## src/inc/fswp_pkg.sv

```systemverilog
/*
  Constants, opcodes and types of the status and protect logic.
  Assumes one system clock; serial pins are sampled into it.
*/
package fswp_pkg;

    // Command codes
    localparam logic [7:0]  OPC_SET_LATCH     = 8'h06;
    localparam logic [7:0]  OPC_CLEAR_LATCH   = 8'h04;
    localparam logic [7:0]  OPC_STAT_READ     = 8'h05;
    localparam logic [7:0]  OPC_STAT_WRITE    = 8'h01;
    localparam logic [7:0]  OPC_PAGE_PROG     = 8'h02;
    localparam logic [7:0]  OPC_QUAD_PROG     = 8'h32;
    localparam logic [7:0]  OPC_SECT_ERASE_A  = 8'hD7;
    localparam logic [7:0]  OPC_SECT_ERASE_B  = 8'h20;
    localparam logic [7:0]  OPC_BLOCK_ERASE   = 8'hD8;
    localparam logic [7:0]  OPC_WHOLE_ERASE_A = 8'hC7;
    localparam logic [7:0]  OPC_WHOLE_ERASE_B = 8'h60;

    // Status byte layout
    localparam int          BUSY_BIT          = 0;
    localparam int          LATCH_BIT         = 1;
    localparam int          PROT_LSB          = 2;
    localparam int          PROT_MSB          = 5;
    localparam int          QUAD_BIT          = 6;
    localparam int          LOCK_BIT          = 7;
    localparam logic [7:0]  STATUS_RESET      = 8'h00;
    localparam logic [3:0]  PROT_RESET        = 4'h0;

    // Frame lengths in clock pulses
    localparam int          CNT_W             = 12;
    localparam logic [11:0] BITS_ONE_BYTE     = 12'h008;
    localparam logic [11:0] BITS_STAT_WRITE   = 12'h010;
    localparam logic [11:0] BITS_ERASE        = 12'h020;
    localparam logic [11:0] BITS_PROG_MIN     = 12'h028;

    // Array geometry: 32 blocks of 64 KB
    localparam int          ADDR_W            = 24;
    localparam int          BLOCK_COUNT       = 32;
    localparam int          BLOCK_W           = 5;
    localparam int          BLOCK_ADDR_LSB    = 16;

    // Upper range starts, lower range ends
    localparam logic [4:0]  UP_START_1        = 5'h1F;
    localparam logic [4:0]  UP_START_2        = 5'h1E;
    localparam logic [4:0]  UP_START_3        = 5'h1C;
    localparam logic [4:0]  UP_START_4        = 5'h18;
    localparam logic [4:0]  UP_START_5        = 5'h10;
    localparam logic [4:0]  LO_END_A          = 5'h0F;
    localparam logic [4:0]  LO_END_B          = 5'h17;
    localparam logic [4:0]  LO_END_C          = 5'h1B;
    localparam logic [4:0]  LO_END_D          = 5'h1D;
    localparam logic [4:0]  LO_END_E          = 5'h1E;

    // Write cycle length in clocks
    localparam logic [15:0] OP_BUSY_CYCLES    = 16'h0040;

    typedef enum logic [2:0] {
        OP_NONE,
        OP_PROG,
        OP_SECT,
        OP_BLOCK,
        OP_WHOLE,
        OP_STAT
    } fswp_op_t;

endpackage : fswp_pkg

```

## src/inc/fswp_link_if.sv

```systemverilog
/*
  Carrier from the serial front end to the core.
  Assumes one shared clock.
*/
interface fswp_link_if;
    logic        frame_active;
    logic        frame_start;
    logic        frame_end;
    logic        sck_fall;
    logic        byte_done;
    logic [7:0]  byte_val;
    logic [11:0] bit_cnt;

    modport rx   (output frame_active, frame_start, frame_end, sck_fall, byte_done, byte_val, bit_cnt);
    modport core (input  frame_active, frame_start, frame_end, sck_fall, byte_done, byte_val, bit_cnt);
endinterface : fswp_link_if

```

## src/hw/fswp_top.sv

```systemverilog
/*
  Status and write-protect core of a serial flash: latch, status and write
  commands, program and erase gating, status shift-out.
  Assumes an SPI host in mode 0 or 3 far slower than the system clock;
  the array sits outside and follows op_start_out.
*/
// How it works
// Protection, quad and lock bits change only through a status-write command.
// Protection, quad and lock bits come up cleared.
// Bit 0 reads one while a write cycle runs, else zero.
// Latch at bit 1; a clear latch blocks all write commands.
// Set-latch command sets the latch; host sends it before each write.
// Clear-latch command clears latch; latch also clears when a write cycle ends.
// Protection code at bits 2..5 refuses program or erase in protected blocks.
// Codes 1..5 protect upper ranges ending at block 31; code 0 none.
// Codes A..E protect lower ranges from block 0; 6..9 and F all.
// Whole-array erase runs only with protection code zero.
// Lock at bit 7 with write-protect pin low and quad enable clear ignores status writes.
// Status writes accepted with lock clear, or lock set and pin high.
// Quad enable at bit 6 turns the two control pins into data lanes.
// Host must not set quad enable when those pins are tied to rails.
// Write commands run only on whole bytes; partial frames are dropped.
// Status-read returns all eight status bits.
// Command byte arrives first, most significant bit first, on rising edges.
// Block n spans addresses n*64K to n*64K+0xFFFF.
// Status-write loads bits 7..2 only; busy and latch stay internal.
// While busy, status reads answer and write commands are ignored.
// A write refused by protection leaves the latch set.
module fswp_top
    import fswp_pkg::*;
#(
    parameter logic [15:0] OP_CYCLES = OP_BUSY_CYCLES
)
(
    input  wire logic        clock_in,
    input  wire logic        rst_n_in,
    input  wire logic        sck_in,
    input  wire logic        cs_n_in,
    input  wire logic        si_in,
    input  wire logic        wp_n_in,
    output logic             so_out,
    output logic             so_oe_n_out,
    output logic [7:0]       status_out,
    output logic             quad_lane_enable_out,
    output logic             op_start_out,
    output fswp_op_t         op_kind_out,
    output logic [ADDR_W-1:0] op_addr_out
);

    fswp_link_if link();

    logic              wp_meta_reg;
    logic              wp_sync_reg;
    logic [2:0]        byte_num_reg;
    logic [7:0]        opcode_reg;
    logic [7:0]        data_byte_reg;
    logic [ADDR_W-1:0] addr_reg;
    logic              busy_flag_reg;
    logic [15:0]       busy_cnt_reg;
    logic              write_latch_flag_reg;
    logic [3:0]        protect_level_reg;
    logic              quad_lane_enable_reg;
    logic              status_lock_bit_reg;
    logic [7:0]        out_shift_reg;
    logic              so_reg;
    logic              so_oe_n_reg;
    logic [7:0]        status_out_reg;
    logic              quad_out_reg;
    logic              op_start_reg;
    fswp_op_t          op_kind_reg;
    logic [ADDR_W-1:0] op_addr_reg;

    logic [7:0]        status_now;
    logic              prot_hit;
    logic              any_prot;
    logic              have_opcode;
    logic              whole_bytes;
    logic              write_gate;
    logic              status_unlocked;
    logic              go_prog;
    logic              go_sect;
    logic              go_block;
    logic              go_whole;
    logic              go_stat;
    logic              start_any;
    logic              set_latch;
    logic              clear_latch;
    logic              op_done;
    fswp_op_t          kind_next;
    logic [BLOCK_W-1:0] block_sel;

    fswp_spi_rx u_rx (
        .clock_in (clock_in),
        .rst_n_in (rst_n_in),
        .sck_in   (sck_in),
        .cs_n_in  (cs_n_in),
        .si_in    (si_in),
        .link     (link.rx)
    );

    // Block from address bits 20..16
    assign block_sel = addr_reg[BLOCK_ADDR_LSB+BLOCK_W-1:BLOCK_ADDR_LSB];

    // Protected-area lookup
    fswp_prot_dec u_dec (
        .code_in      (protect_level_reg),
        .block_in     (block_sel),
        .prot_hit_out (prot_hit),
        .any_prot_out (any_prot)
    );

    always_ff @(posedge clock_in or negedge rst_n_in) begin
        if (!rst_n_in) begin
            wp_meta_reg <= 1'b0;
            wp_sync_reg <= 1'b0;
        end else begin
            wp_meta_reg <= wp_n_in;
            wp_sync_reg <= wp_meta_reg;
        end
    end

    // Opcode is the first byte
    always_ff @(posedge clock_in or negedge rst_n_in) begin
        if (!rst_n_in) begin
            byte_num_reg  <= 3'h0;
            opcode_reg    <= 8'h00;
            data_byte_reg <= 8'h00;
            addr_reg      <= '0;
        end else if (link.frame_start) begin
            byte_num_reg  <= 3'h0;
            opcode_reg    <= 8'h00;
            data_byte_reg <= 8'h00;
            addr_reg      <= '0;
        end else if (link.byte_done) begin
            if (byte_num_reg != 3'h7) begin
                byte_num_reg <= byte_num_reg + 3'h1;
            end
            case (byte_num_reg)
                3'h0: begin
                    opcode_reg <= link.byte_val;
                end
                3'h1: begin
                    data_byte_reg   <= link.byte_val;
                    addr_reg[23:16] <= link.byte_val;
                end
                3'h2: begin
                    addr_reg[15:8] <= link.byte_val;
                end
                3'h3: begin
                    addr_reg[7:0] <= link.byte_val;
                end
                default: begin
                end
            endcase
        end
    end

    assign status_now = {status_lock_bit_reg, quad_lane_enable_reg, protect_level_reg,
                         write_latch_flag_reg, busy_flag_reg};

    always_comb begin
        have_opcode = (byte_num_reg != 3'h0);
        // Whole-byte check at frame end
        whole_bytes = (link.bit_cnt[2:0] == 3'h0);
        // Latch gates writes
        // Busy blocks writes
        write_gate  = link.frame_end && have_opcode && whole_bytes && !busy_flag_reg &&
                      write_latch_flag_reg;
        // Lock with pin low
        // Lock open or pin high
        // Pin is a data lane in quad mode, so it cannot lock
        status_unlocked = !status_lock_bit_reg || wp_sync_reg || quad_lane_enable_reg;
        // Refuse protected blocks
        go_prog  = write_gate && ((opcode_reg == OPC_PAGE_PROG) || (opcode_reg == OPC_QUAD_PROG)) &&
                   (link.bit_cnt >= BITS_PROG_MIN) && !prot_hit;
        go_sect  = write_gate && ((opcode_reg == OPC_SECT_ERASE_A) || (opcode_reg == OPC_SECT_ERASE_B)) &&
                   (link.bit_cnt == BITS_ERASE) && !prot_hit;
        go_block = write_gate && (opcode_reg == OPC_BLOCK_ERASE) &&
                   (link.bit_cnt == BITS_ERASE) && !prot_hit;
        // Whole erase needs code zero
        go_whole = write_gate && ((opcode_reg == OPC_WHOLE_ERASE_A) || (opcode_reg == OPC_WHOLE_ERASE_B)) &&
                   (link.bit_cnt == BITS_ONE_BYTE) && !any_prot;
        go_stat  = write_gate && (opcode_reg == OPC_STAT_WRITE) &&
                   (link.bit_cnt == BITS_STAT_WRITE) && status_unlocked;
        start_any = go_prog || go_sect || go_block || go_whole || go_stat;
        // Set-latch decode
        set_latch   = link.frame_end && have_opcode && (opcode_reg == OPC_SET_LATCH) &&
                      (link.bit_cnt == BITS_ONE_BYTE);
        // Clear-latch decode
        clear_latch = link.frame_end && have_opcode && (opcode_reg == OPC_CLEAR_LATCH) &&
                      (link.bit_cnt == BITS_ONE_BYTE);
        op_done     = busy_flag_reg && (busy_cnt_reg == 16'h0001);
        if (go_prog) begin
            kind_next = OP_PROG;
        end else if (go_sect) begin
            kind_next = OP_SECT;
        end else if (go_block) begin
            kind_next = OP_BLOCK;
        end else if (go_whole) begin
            kind_next = OP_WHOLE;
        end else if (go_stat) begin
            kind_next = OP_STAT;
        end else begin
            kind_next = OP_NONE;
        end
    end

    // Busy for the length of a write cycle
    always_ff @(posedge clock_in or negedge rst_n_in) begin
        if (!rst_n_in) begin
            busy_flag_reg <= 1'b0;
            busy_cnt_reg  <= 16'h0000;
        end else if (start_any) begin
            busy_flag_reg <= 1'b1;
            busy_cnt_reg  <= OP_CYCLES;
        end else if (busy_flag_reg) begin
            busy_cnt_reg <= busy_cnt_reg - 16'h0001;
            if (op_done) begin
                busy_flag_reg <= 1'b0;
            end
        end
    end

    // Set wins over an ending cycle
    // Clear on command or cycle end
    // Refused writes keep the latch
    always_ff @(posedge clock_in or negedge rst_n_in) begin
        if (!rst_n_in) begin
            write_latch_flag_reg <= 1'b0;
        end else if (set_latch) begin
            write_latch_flag_reg <= 1'b1;
        end else if (clear_latch || op_done) begin
            write_latch_flag_reg <= 1'b0;
        end
    end

    // Only a status write changes these
    // Cleared at power-up
    // Bits 7..2 from the data byte
    always_ff @(posedge clock_in or negedge rst_n_in) begin
        if (!rst_n_in) begin
            protect_level_reg    <= PROT_RESET;
            quad_lane_enable_reg <= STATUS_RESET[QUAD_BIT];
            status_lock_bit_reg  <= STATUS_RESET[LOCK_BIT];
        end else if (go_stat) begin
            protect_level_reg    <= data_byte_reg[PROT_MSB:PROT_LSB];
            quad_lane_enable_reg <= data_byte_reg[QUAD_BIT];
            status_lock_bit_reg  <= data_byte_reg[LOCK_BIT];
        end
    end

    // Status shifts out on falling edges
    // Reads still answer while busy
    always_ff @(posedge clock_in or negedge rst_n_in) begin
        if (!rst_n_in) begin
            out_shift_reg <= 8'h00;
            so_reg        <= 1'b0;
            so_oe_n_reg   <= 1'b1;
        end else begin
            so_oe_n_reg <= !(link.frame_active && have_opcode && (opcode_reg == OPC_STAT_READ));
            if (link.sck_fall && have_opcode && (opcode_reg == OPC_STAT_READ)) begin
                // Reload each byte so a polling host sees the busy flag drop
                if (link.bit_cnt[2:0] == 3'h0) begin
                    so_reg        <= status_now[7];
                    out_shift_reg <= {status_now[6:0], 1'b0};
                end else begin
                    so_reg        <= out_shift_reg[7];
                    out_shift_reg <= {out_shift_reg[6:0], 1'b0};
                end
            end
        end
    end

    always_ff @(posedge clock_in or negedge rst_n_in) begin
        if (!rst_n_in) begin
            status_out_reg <= STATUS_RESET;
            quad_out_reg   <= STATUS_RESET[QUAD_BIT];
            op_start_reg   <= 1'b0;
            op_kind_reg    <= OP_NONE;
            op_addr_reg    <= '0;
        end else begin
            status_out_reg <= status_now;
            // Lane function select
            quad_out_reg   <= quad_lane_enable_reg;
            op_start_reg   <= start_any;
            if (start_any) begin
                op_kind_reg <= kind_next;
                op_addr_reg <= addr_reg;
            end
        end
    end

    assign so_out               = so_reg;
    assign so_oe_n_out          = so_oe_n_reg;
    assign status_out           = status_out_reg;
    assign quad_lane_enable_out = quad_out_reg;
    assign op_start_out         = op_start_reg;
    assign op_kind_out          = op_kind_reg;
    assign op_addr_out          = op_addr_reg;

endmodule : fswp_top

```

## src/hw/fswp_spi_rx.sv

```systemverilog
/*
  Serial front end: synchronises pins, finds clock edges, shifts bytes in MSB first.
  Assumes a serial clock far below the system clock.
*/
module fswp_spi_rx
    import fswp_pkg::*;
(
    input  wire logic clock_in,
    input  wire logic rst_n_in,
    input  wire logic sck_in,
    input  wire logic cs_n_in,
    input  wire logic si_in,
    fswp_link_if.rx   link
);

    logic             sck_meta_reg, sck_sync_reg, sck_prev_reg;
    logic             cs_meta_reg, cs_sync_reg, cs_prev_reg;
    logic             si_meta_reg, si_sync_reg;
    logic [7:0]       shift_reg;
    logic [CNT_W-1:0] bit_cnt_reg;
    logic             byte_done_reg;
    logic             sck_rise;

    always_ff @(posedge clock_in or negedge rst_n_in) begin
        if (!rst_n_in) begin
            sck_meta_reg <= 1'b0;
            sck_sync_reg <= 1'b0;
            sck_prev_reg <= 1'b0;
            cs_meta_reg  <= 1'b1;
            cs_sync_reg  <= 1'b1;
            cs_prev_reg  <= 1'b1;
            si_meta_reg  <= 1'b0;
            si_sync_reg  <= 1'b0;
        end else begin
            sck_meta_reg <= sck_in;
            sck_sync_reg <= sck_meta_reg;
            sck_prev_reg <= sck_sync_reg;
            cs_meta_reg  <= cs_n_in;
            cs_sync_reg  <= cs_meta_reg;
            cs_prev_reg  <= cs_sync_reg;
            si_meta_reg  <= si_in;
            si_sync_reg  <= si_meta_reg;
        end
    end

    assign sck_rise = sck_sync_reg && !sck_prev_reg && !cs_sync_reg;

    // Sample on rising edges
    always_ff @(posedge clock_in or negedge rst_n_in) begin
        if (!rst_n_in) begin
            shift_reg     <= 8'h00;
            bit_cnt_reg   <= '0;
            byte_done_reg <= 1'b0;
        end else if (!cs_sync_reg && cs_prev_reg) begin
            shift_reg     <= 8'h00;
            bit_cnt_reg   <= '0;
            byte_done_reg <= 1'b0;
        end else begin
            byte_done_reg <= sck_rise && (bit_cnt_reg[2:0] == 3'h7);
            if (sck_rise) begin
                shift_reg <= {shift_reg[6:0], si_sync_reg};
                // Saturates: a long burst never wraps to a whole count
                if (bit_cnt_reg != '1) begin
                    bit_cnt_reg <= bit_cnt_reg + 1'b1;
                end
            end
        end
    end

    assign link.frame_active = !cs_sync_reg;
    assign link.frame_start  = !cs_sync_reg && cs_prev_reg;
    assign link.frame_end    = cs_sync_reg && !cs_prev_reg;
    assign link.sck_fall     = !sck_sync_reg && sck_prev_reg && !cs_sync_reg;
    assign link.byte_done    = byte_done_reg;
    assign link.byte_val     = shift_reg;
    assign link.bit_cnt      = bit_cnt_reg;

endmodule : fswp_spi_rx

```

## src/hw/fswp_prot_dec.sv

```systemverilog
/*
  Protected-area decode: one mask bit per 64 KB block from the protection code.
  Assumes the caller registers the result before it reaches a pin.
*/
module fswp_prot_dec
    import fswp_pkg::*;
(
    input  wire logic [3:0]         code_in,
    input  wire logic [BLOCK_W-1:0] block_in,
    output logic                    prot_hit_out,
    output logic                    any_prot_out
);

    logic [BLOCK_COUNT-1:0] mask;

    function automatic logic blk_prot(input logic [3:0] code, input logic [BLOCK_W-1:0] blk);
        case (code)
            4'h0:    blk_prot = 1'b0;
            4'h1:    blk_prot = (blk >= UP_START_1);
            4'h2:    blk_prot = (blk >= UP_START_2);
            4'h3:    blk_prot = (blk >= UP_START_3);
            4'h4:    blk_prot = (blk >= UP_START_4);
            4'h5:    blk_prot = (blk >= UP_START_5);
            4'hA:    blk_prot = (blk <= LO_END_A);
            4'hB:    blk_prot = (blk <= LO_END_B);
            4'hC:    blk_prot = (blk <= LO_END_C);
            4'hD:    blk_prot = (blk <= LO_END_D);
            4'hE:    blk_prot = (blk <= LO_END_E);
            default: blk_prot = 1'b1;
        endcase
    endfunction : blk_prot

    // Upper ranges
    // Lower ranges and all
    for (genvar b = 0; b < BLOCK_COUNT; b++) begin : g_blk
        assign mask[b] = blk_prot(code_in, BLOCK_W'(b));
    end

    assign prot_hit_out = mask[block_in];
    assign any_prot_out = |code_in;

endmodule : fswp_prot_dec

```

## config.mk

```make
export PLATFORM = sky130hd
export DESIGN_NAME = fswp_top
export DESIGN_NICKNAME = d
export VERILOG_FILES = /design/src/inc/fswp_pkg.sv /design/src/inc/fswp_link_if.sv /design/src/hw/fswp_top.sv /design/src/hw/fswp_spi_rx.sv /design/src/hw/fswp_prot_dec.sv
export SDC_FILE = /design/constraint.sdc
export NUM_CORES = 1
export LEC_CHECK = 0
export BUFFER_PORTS_ARGS = -buffer_cell sky130_fd_sc_hd__buf_2
export CAP_MARGIN = 30
export CORE_MARGIN = 4
export CORE_UTILIZATION = 46
export CTS_BUF_LIST = sky130_fd_sc_hd__clkbuf_4
export CTS_CLUSTER_SIZE = 12
export DETAILED_ROUTE_END_ITERATION = 10
export PLACE_DENSITY_LB_ADDON = 0.25
export RECOVER_POWER = 50
export SLEW_MARGIN = 10
export SYNTH_ARGS = -nofsm -noshare
export SYNTH_HDL_FRONTEND = slang
export SYNTH_SLANG_ARGS = --single-unit
```

## constraint.sdc

```tcl
create_clock -name clock_in -period 2.9 [get_ports clock_in]
set_input_delay 0 -clock clock_in [delete_from_list [all_inputs] [get_ports clock_in]]
set_output_delay 0 -clock clock_in [all_outputs]
set_load 0.01 [all_outputs]
```

==> run summary, run 1 <==
Fill cells -> 1178
vias -> 4277
layout cell share with drive strength beyond 1 -> 0.197
CP Class -> reg2reg
ranking of synthesized cells by area -> dfrtp_1, nand2_1, mux2_4
top_reg_cell synth -> dfrtp_1
Hold Vio Cnt, Final -> 0
Synth top area share -> 0.535
Post-synth ARST share -> 1.00
RSZ-0062 raised after global routing -> false
Clock Skew -> 22.0 ps
Die Area -> 0.0152 mm²
Routed WL per cell -> 15.4 µm
Peak VDD IR -> 0.305 mV
dpl hpwl -> 8780 µm
Worst slew margin -> -0.479
Max Slew Vio Count -> 90
Startpoint Class -> flip-flop
cell-internal power -> 2520 µW
dpl cells -> 774
drt initial violations -> 297
Sw Share -> 0.225
Leakage -> 0.00324 µW
multi-input logic area -> 0.00254 mm²
Final Wtd Congestion -> 0.888
crit path from -> u_rx.link.bit_cnt[0]$_DFFE_PN0P_
Max clock buf depth -> 2
Final setup violation count -> 0
final WL -> 12500 µm
syn_area_per_cell -> 10.8 µm²
Register Area -> 0.00338 mm²
max cap viols -> 1
Inserted Diodes -> 0
min-delay src -> si_in
flops & latches, synth -> 135
GRT Total Usage -> 0.181
Nets -> 646
# clock sinks -> 135
setup TNS -> 0 ps
CTS root buf -> clkbuf_4
Worst Setup End Kind -> flip-flop
final cycle utilization of the critical path -> 0.915
DRT antenna net count -> 0
port buffer count -> 44
Remaining Overflow, GRT -> 0
clock network fraction of total power -> 0.381
max frequency -> 377 MHz
Reg clk slew, reported paths -> 100 ps
count leader, synth -> dfrtp_1
YS warnings -> 0
CP Data Required Time -> 3310 ps
post-place setup slack -> 126 ps
Cell Area, Synth -> 0.00613 mm²
Seq pwr share -> 0.585
hold path cells -> 2
Finished Cell Area -> 0.00688 mm²
Worst Path Arrival -> 3070 ps
num rows -> 41
via/cell ratio -> 5.27
PwrDens -> 474 mW/mm²
CTS tree -> done
vias in the first global route -> 4247
Worst Hold Class -> in2reg
initial antenna violation count -> 0
Synth Instances -> 570
CTS buffer count -> 17
I/O pin count -> 45
area grow syn2layout -> 12.2%
register area share after synthesis -> 0.552
Yosys top cell by area -> dfrtp_1
Post-synth EDFFs -> 0
Reg2Reg Launch Point -> u_rx.link.bit_cnt[0]$_DFFE_PN0P_
critical-path maximum fanout -> 12
r2r setup slk -> 250 ps
Gate power share -> 0.033
failing checks -> capacitance limit, slew limit
largest net degree at the start of global routing -> 91
CTS HTree Levels -> 4
switching power summed over all nets -> 734 µW
1st-pass router iterations -> 4
worst skew pair latency -> 540 ps
Largest register FFs -> 24
Post-synth top cells -> dfrtp_1, nand2_1, a21oi_1
first-pass GRT wire length -> 21400 µm
final core occ -> 0.536
Post-Syn Nets -> 590
Hold EP -> u_rx.si_meta_reg$_DFF_PN0_
Register-to-Register Path Depth -> 9
Post-DP Area -> 0.00655 mm²
Initial Util -> 0.478
worst r2r dst -> op_addr_out[16]$_DFFE_PN0P_
Final min period -> 2650 ps
Core Box Area -> 0.0128 mm²
Worst Tran Pin Value -> 2220 ps
Die Wd -> 123 µm
DRC viols -> 0
Distinct cells, synth -> 61
Die Height -> 123 µm
fin worst setup slack -> 246 ps
status -> finished with violations
Final Non-Filler Cells -> 811
area by class of cell:
| class | instances | area share |
|---|---|---|
| Sequential cell | 135 | 0.492 |
| Clock buffer | 19 | 0.0207 |
| Clock inverter | 13 | 0.0198 |
| Inverter | 12 | 0.00655 |
| Tap cell | 172 | 0.0313 |
| Timing Repair Buffer | 67 | 0.0595 |
| Multi-Input combinational cell | 393 | 0.370 |
kinds of logic after synthesis:
group / synth area share
AO/OA/AOI/OAI: 0.0923
XOR/XNOR: 0.0343
adder cells (fa/ha/maj): 0.0286
buffers and inverters: 0.0363
flip-flops: 0.552
multiplexers: 0.0770
AND/OR/NAND/NOR: 0.180
worst max-delay path by stage:
stage	cells after the start	to	slack, ps
finish	9	op_addr_out[16]$_DFFE_PN0P_	250
global route	9	op_addr_out[6]$_DFFE_PN0P_	80
CTS	9	op_addr_out[6]$_DFFE_PN0P_	70
detailed placement	9	op_addr_out[6]$_DFFE_PN0P_	130
global placement	9	op_addr_out[7]$_DFFE_PN0P_	230
floorplan	10	op_addr_out[22]$_DFFE_PN0P_	340
per-layer routing:
layer / track usage / vias to the layer above / routed length, µm / part of all wire
li1: - / 2087 / - / -
met1: 0.251 / 2091 / 5780 / 0.46
met2: 0.280 / 91 / 6060 / 0.48
met3: 0.0476 / 8 / 550 / 0.044
met4: 0.0533 / 0 / 109 / 0.0087
met5: 0 / - / 0 / 0
worst max-delay path: stages, from the launching register on:
cell,delay (ps)
dfrtp_1,430
inv_1,70
ha_1,180
nor4bb_2,380
nand4_1,270
a311oi_2,300
a21o_1,140
a21o_4,250
buf_4,210
mux2_4,310
metrics by stage:
stage / power [µW] / hold WS, ps
after floorplan: 1990 / -296
after global placement: 2050 / 108
after detailed placement: 2050 / 110
after CTS: 3300 / 56.4
after global routing: 3400 / 76.6
final: 3260 / 107
power groups by stage:
stage	Clock [µW]	Sequential, µW	Combinational (µW)
after CTS	1280	1910	112
after global routing	1360	1910	126
after global placement	0	1940	105
after floorplan	0	1940	50.4
final	1240	1910	109
after detailed placement	0	1940	107
layout by cell type, fill, tap and decap left out, drive strengths merged, types with 4 or more instances in the layout:
cell and n:
a21o 5, a21oi 49, and3 4, buf 58
clkbuf 23, clkinv 9, dfrtp 131, dfstp 4
dlygate4sd3 5, ha 14, inv 12, mux2 29
mux2i 7, nand2 84, nand2b 6, nand3 40
nor2 45, nor2b 7, nor3 8, nor4 8
o21ai 16, xnor2 11, xor2 13
timing repair:
action | 4_1_cts | 5_1_grt
setup buffers | 0 | 0
resized for setup | 0 | 2
hold buffers | 5 | 0
setup endpoints to repair | 0 | 17
hold endpoints to repair | 93 | 0
Note: power is estimated with default switching activity, not from simulation.
==> inputs of run 2 (changes only) <==
--- a/config.mk
+++ b/config.mk
@@ -8,7 +8,7 @@
 export BUFFER_PORTS_ARGS = -buffer_cell sky130_fd_sc_hd__buf_2
 export CAP_MARGIN = 30
 export CORE_MARGIN = 4
-export CORE_UTILIZATION = 46
+export CORE_UTILIZATION = 30
 export CTS_BUF_LIST = sky130_fd_sc_hd__clkbuf_4
 export CTS_CLUSTER_SIZE = 12
 export DETAILED_ROUTE_END_ITERATION = 10
==> run summary, run 2 (synthesized netlist as in run 1, its figures left out) <==
CP cell instances -> inv_1 > ha_1 > nor4bb_1 > buf_4 > nand3_1 > nor3_1 > a21o_1 > a21o_4 > buf_12 > mux2_4
GRT met3 Usage -> 0.0377
GRT Total Usage -> 0.122
CTS buffer count -> 17
most frequent cells in the layout -> dfrtp_1, nand2_1, a21oi_1
most common cell after layout, fill and taps aside -> dfrtp_1
max incr delay on CP -> 440 ps
drt initial violations -> 254
final WL -> 13100 µm
layout cell share with drive strength beyond 1 -> 0.203
Worst Tran Pin Value -> 2210 ps
Power Total -> 3490 µW
Reg clk slew, reported paths -> 120 ps
Routed WL per cell -> 14.4 µm
Max Slew Vio Count -> 89
num rows -> 52
CTS root buf -> clkbuf_4
Final min period -> 2830 ps
Leakage -> 0.00328 µW
vias in the first global route -> 4237
Initial Util -> 0.304
GR peak layer -> met2
largest net degree at the start of global routing -> 90
Startpoint Class -> flip-flop
Die Area -> 0.0228 mm²
first-pass GRT wire length -> 22000 µm
Worst slew margin -> -0.474
status -> finished with violations
Core Box Area -> 0.0202 mm²
I/O pin count -> 45
max cap viols -> 1
area grow syn2layout -> 15.5%
failing checks -> capacitance limit, slew limit
Die Wd -> 151 µm
Die Height -> 151 µm
RSZ-0062 raised after global routing -> false
port buffer count -> 44
CP Data Required Time -> 3330 ps
met1 usage -> 0.171
Clock Skew -> 16.0 ps
worst skew pair latency -> 530 ps
Final setup violation count -> 0
Worst Path Arrival -> 3260 ps
Peak VDD IR -> 0.222 mV
Hold Vio Cnt, Final -> 0
Worst Hold Slack -> 110 ps
Final Wtd Congestion -> 0.796
CTS tree -> done
final cycle utilization of the critical path -> 0.977
Largest register FFs -> 24
critical path's slowest cell -> dfrtp_1
critical-path maximum fanout -> 16
Remaining Overflow, GRT -> 0
Nets -> 646
DRT antenna net count -> 0
met2 Resource Use GR -> 0.182
via/cell ratio -> 4.68
Worst Setup End Kind -> flip-flop
dpl cells -> 872
Post-CTS Resized -> 0
CP top delay family -> simple AND/OR/NAND/NOR gates
max frequency -> 353 MHz
# clock sinks -> 135
1st-pass router iterations -> 4
DRC viols -> 0
dpl hpwl -> 9040 µm
vias -> 4266
Post-CTS Setup Bufs -> 0
hold-fix buffers at CTS -> 5
Final Non-Filler Cells -> 911
PwrDens -> 493 mW/mm²
Worst Hold Class -> in2reg
CTS HTree Levels -> 4
Worst Path Buf+Inv -> 3
setup TNS -> 0 ps
CP Class -> reg2reg
Max clock buf depth -> 2
initial antenna violation count -> 1
## run 2: cell types whose count changed in the layout (fill, tap and decap cells not counted), sizes merged
cell and delta:
buf +1, clkbuf -3, inv +5, diode +2, clkinv -4, bufinv +1
## run 2: cell type report
cell class / instances / area, µm²
Tap cell: 270 / 338
Sequential cell: 135 / 3380
Clock buffer: 17 / 128
Timing Repair Buffer: 67 / 435
Antenna cell: 2 / 5.00
Inverter: 12 / 45.0
Clock inverter: 15 / 216
Fill cell: 2029 / 13100
Multi-Input combinational cell: 393 / 2530
## run 2: final timing paths
check / startpoint / endpoint / slack, ps / cells after the start
worst min-delay path: si_in / u_rx.si_meta_reg$_DFF_PN0_ / 110 / 2
max in group asynchronous: rst_n_in / u_rx.link.byte_done$_DFF_PN0_ / 960 / 2
worst min register to register: u_rx.sck_meta_reg$_DFF_PN0_ / u_rx.sck_sync_reg$_DFF_PN0_ / 360 / 0
min in group asynchronous: rst_n_in / status_out[2]$_DFF_PN0_ / 640 / 2
worst max-delay path: u_rx.link.bit_cnt[0]$_DFFE_PN0P_ / op_addr_out[2]$_DFFE_PN0P_ / 70 / 10
worst max register to register: u_rx.link.bit_cnt[0]$_DFFE_PN0P_ / op_addr_out[2]$_DFFE_PN0P_ / 70 / 10
## run 2: power by group
group          leakage [µW]  internal, µW  switching [µW]
combinational       0.00124          30.8            77.9
clock              0.000181           707             767
sequential          0.00185          1900            12.1
## run 2: routing by layer
| layer | part of all wire | up-vias |
|---|---|---|
| li1 | - | 2082 |
| met5 | 0 | - |
| met2 | 0.46 | 64 |
| met3 | 0.037 | 9 |
| met4 | 0.010 | 0 |
| met1 | 0.49 | 2111 |
## run 2: through the flow
step                 util  cell area (µm²)  setup slack, ps
global route        0.351             7080             5.07
detailed placement  0.332             6700              138
floorplan               -             6130              340
finish              0.351             7080             67.8
CTS                 0.352             7090              114
global placement    0.332             6700              267
==> inputs of run 3 (changes only) <==
--- a/config.mk
+++ b/config.mk
@@ -7,7 +7,7 @@
 export LEC_CHECK = 0
 export BUFFER_PORTS_ARGS = -buffer_cell sky130_fd_sc_hd__buf_2
 export CAP_MARGIN = 30
-export CORE_MARGIN = 4
+export CORE_MARGIN = 1
 export CORE_UTILIZATION = 30
 export CTS_BUF_LIST = sky130_fd_sc_hd__clkbuf_4
 export CTS_CLUSTER_SIZE = 12
==> run summary, run 3 (synthesized netlist as in run 1, its figures left out) <==
most common cell after layout, fill and taps aside -> dfrtp_1
worst skew pair latency -> 550 ps
dpl hpwl -> 8780 µm
Reg clk slew, reported paths -> 130 ps
PwrDens -> 465 mW/mm²
Final setup violation count -> 0
status -> finished with violations
CTS buffer count -> 17
GRT Total Usage -> 0.132
CTS tree -> done
Clock Skew -> 23.6 ps
Max Slew Vio Count -> 70
Worst Setup End Kind -> flip-flop
Worst Hold Slack -> 86.6 ps
Inserted Diodes -> 0
first-pass GRT wire length -> 22300 µm
final cycle utilization of the critical path -> 0.913
Largest register FFs -> 24
# clock sinks -> 135
post-place setup slack -> 165 ps
Leakage -> 0.00327 µW
vias -> 4271
setup TNS -> 0 ps
via/cell ratio -> 4.70
Startpoint Class -> flip-flop
Final min period -> 2650 ps
Worst Tran Pin Value -> 1730 ps
final WL -> 13000 µm
Initial Util -> 0.311
Final Non-Filler Cells -> 909
port buffer count -> 44
num rows -> 51
max frequency -> 378 MHz
area grow syn2layout -> 14.9%
Routed WL per cell -> 14.3 µm
1st-pass router iterations -> 4
CP Data Required Time -> 3360 ps
vias in the first global route -> 4247
DRC viols -> 0
largest net degree at the start of global routing -> 70
fin worst setup slack -> 253 ps
RSZ-0062 raised after global routing -> false
initial antenna violation count -> 0
DRT antenna net count -> 0
Worst Hold Class -> in2reg
Final Wtd Congestion -> 0.783
Die Area -> 0.0210 mm²
Core Box Area -> 0.0197 mm²
Worst Path Arrival -> 3100 ps
CP Class -> reg2reg
Hold Vio Cnt, Final -> 0
CTS HTree Levels -> 4
failing checks -> capacitance limit, slew limit
dpl cells -> 867
Max clock buf depth -> 2
Nets -> 651
layout cell share with drive strength beyond 1 -> 0.207
CTS root buf -> clkbuf_4
Remaining Overflow, GRT -> 0
Peak VDD IR -> 0.186 mV
Die Height -> 145 µm
most frequent cells in the layout -> dfrtp_1, nand2_1, a21oi_1
max cap viols -> 1
critical-path maximum fanout -> 16
drt initial violations -> 171
I/O pin count -> 45
Worst slew margin -> -0.151
Die Wd -> 145 µm
run 3: per-stage QoR:
step                       util  power (µW)  cell area, µm²
final                     0.357        3270            7040
after global placement    0.339        2050            6680
after floorplan               -        1990            6130
after global routing      0.357        3430            7040
after CTS                 0.355        3330            7010
after detailed placement  0.339        2050            6680
run 3: per-layer routing:
layer	global-route usage	wire length, µm	vias up
li1	-	-	2096
met1	0.186	6580	2091
met2	0.194	5800	69
met3	0.0314	416	15
met4	0.0537	224	0
met5	0	0	-
run 3: power by group:
group | internal [µW] | switching, µW
Clock | 514 | 743
Combinational | 28.8 | 77.4
Sequential | 1900 | 12.3
run 3: repair_timing:
action,CTS,global route
buffers inserted,0,5
hold buffers,5,0
resized for setup,0,1
endpoints found under the hold margin,139,0
setup endpoints to repair,0,14
run 3: path summary, 6_finish.rpt:
kind,startpoint,cells past startpoint,slack (ps),end
min in group asynchronous,rst_n_in,2,430,busy_cnt_reg[4]$_DFFE_PN0P_
worst min-delay path,cs_n_in,2,90,u_rx.cs_meta_reg$_DFF_PN1_
worst max-delay path,opcode_reg[4]$_DFFE_PN0P_,4,250,out_shift_reg[1]$_DFFE_PN0P_
max in group asynchronous,rst_n_in,3,630,op_addr_out[18]$_DFFE_PN0P_
worst min register to register,u_rx.sck_meta_reg$_DFF_PN0_,0,360,u_rx.sck_sync_reg$_DFF_PN0_
worst max register to register,opcode_reg[4]$_DFFE_PN0P_,4,250,out_shift_reg[1]$_DFFE_PN0P_
run 3: critical path, cell delays in order (launching register included):
cell and delay [ps]:
dfrtp_1 480, or4b_1 590, or4b_4 550, or3b_1 630
o31ai_1 310
run 3: layout make-up:
| type | count | area [µm²] |
|---|---|---|
| fillers | 1976 | 12700 |
| flip-flops and latches | 135 | 3380 |
| multi-input cells | 393 | 2540 |
| repair buffers | 72 | 462 |
| well taps | 265 | 332 |
| clock inverters | 15 | 154 |
| clock buffers | 17 | 128 |
| inverters | 12 | 45.0 |
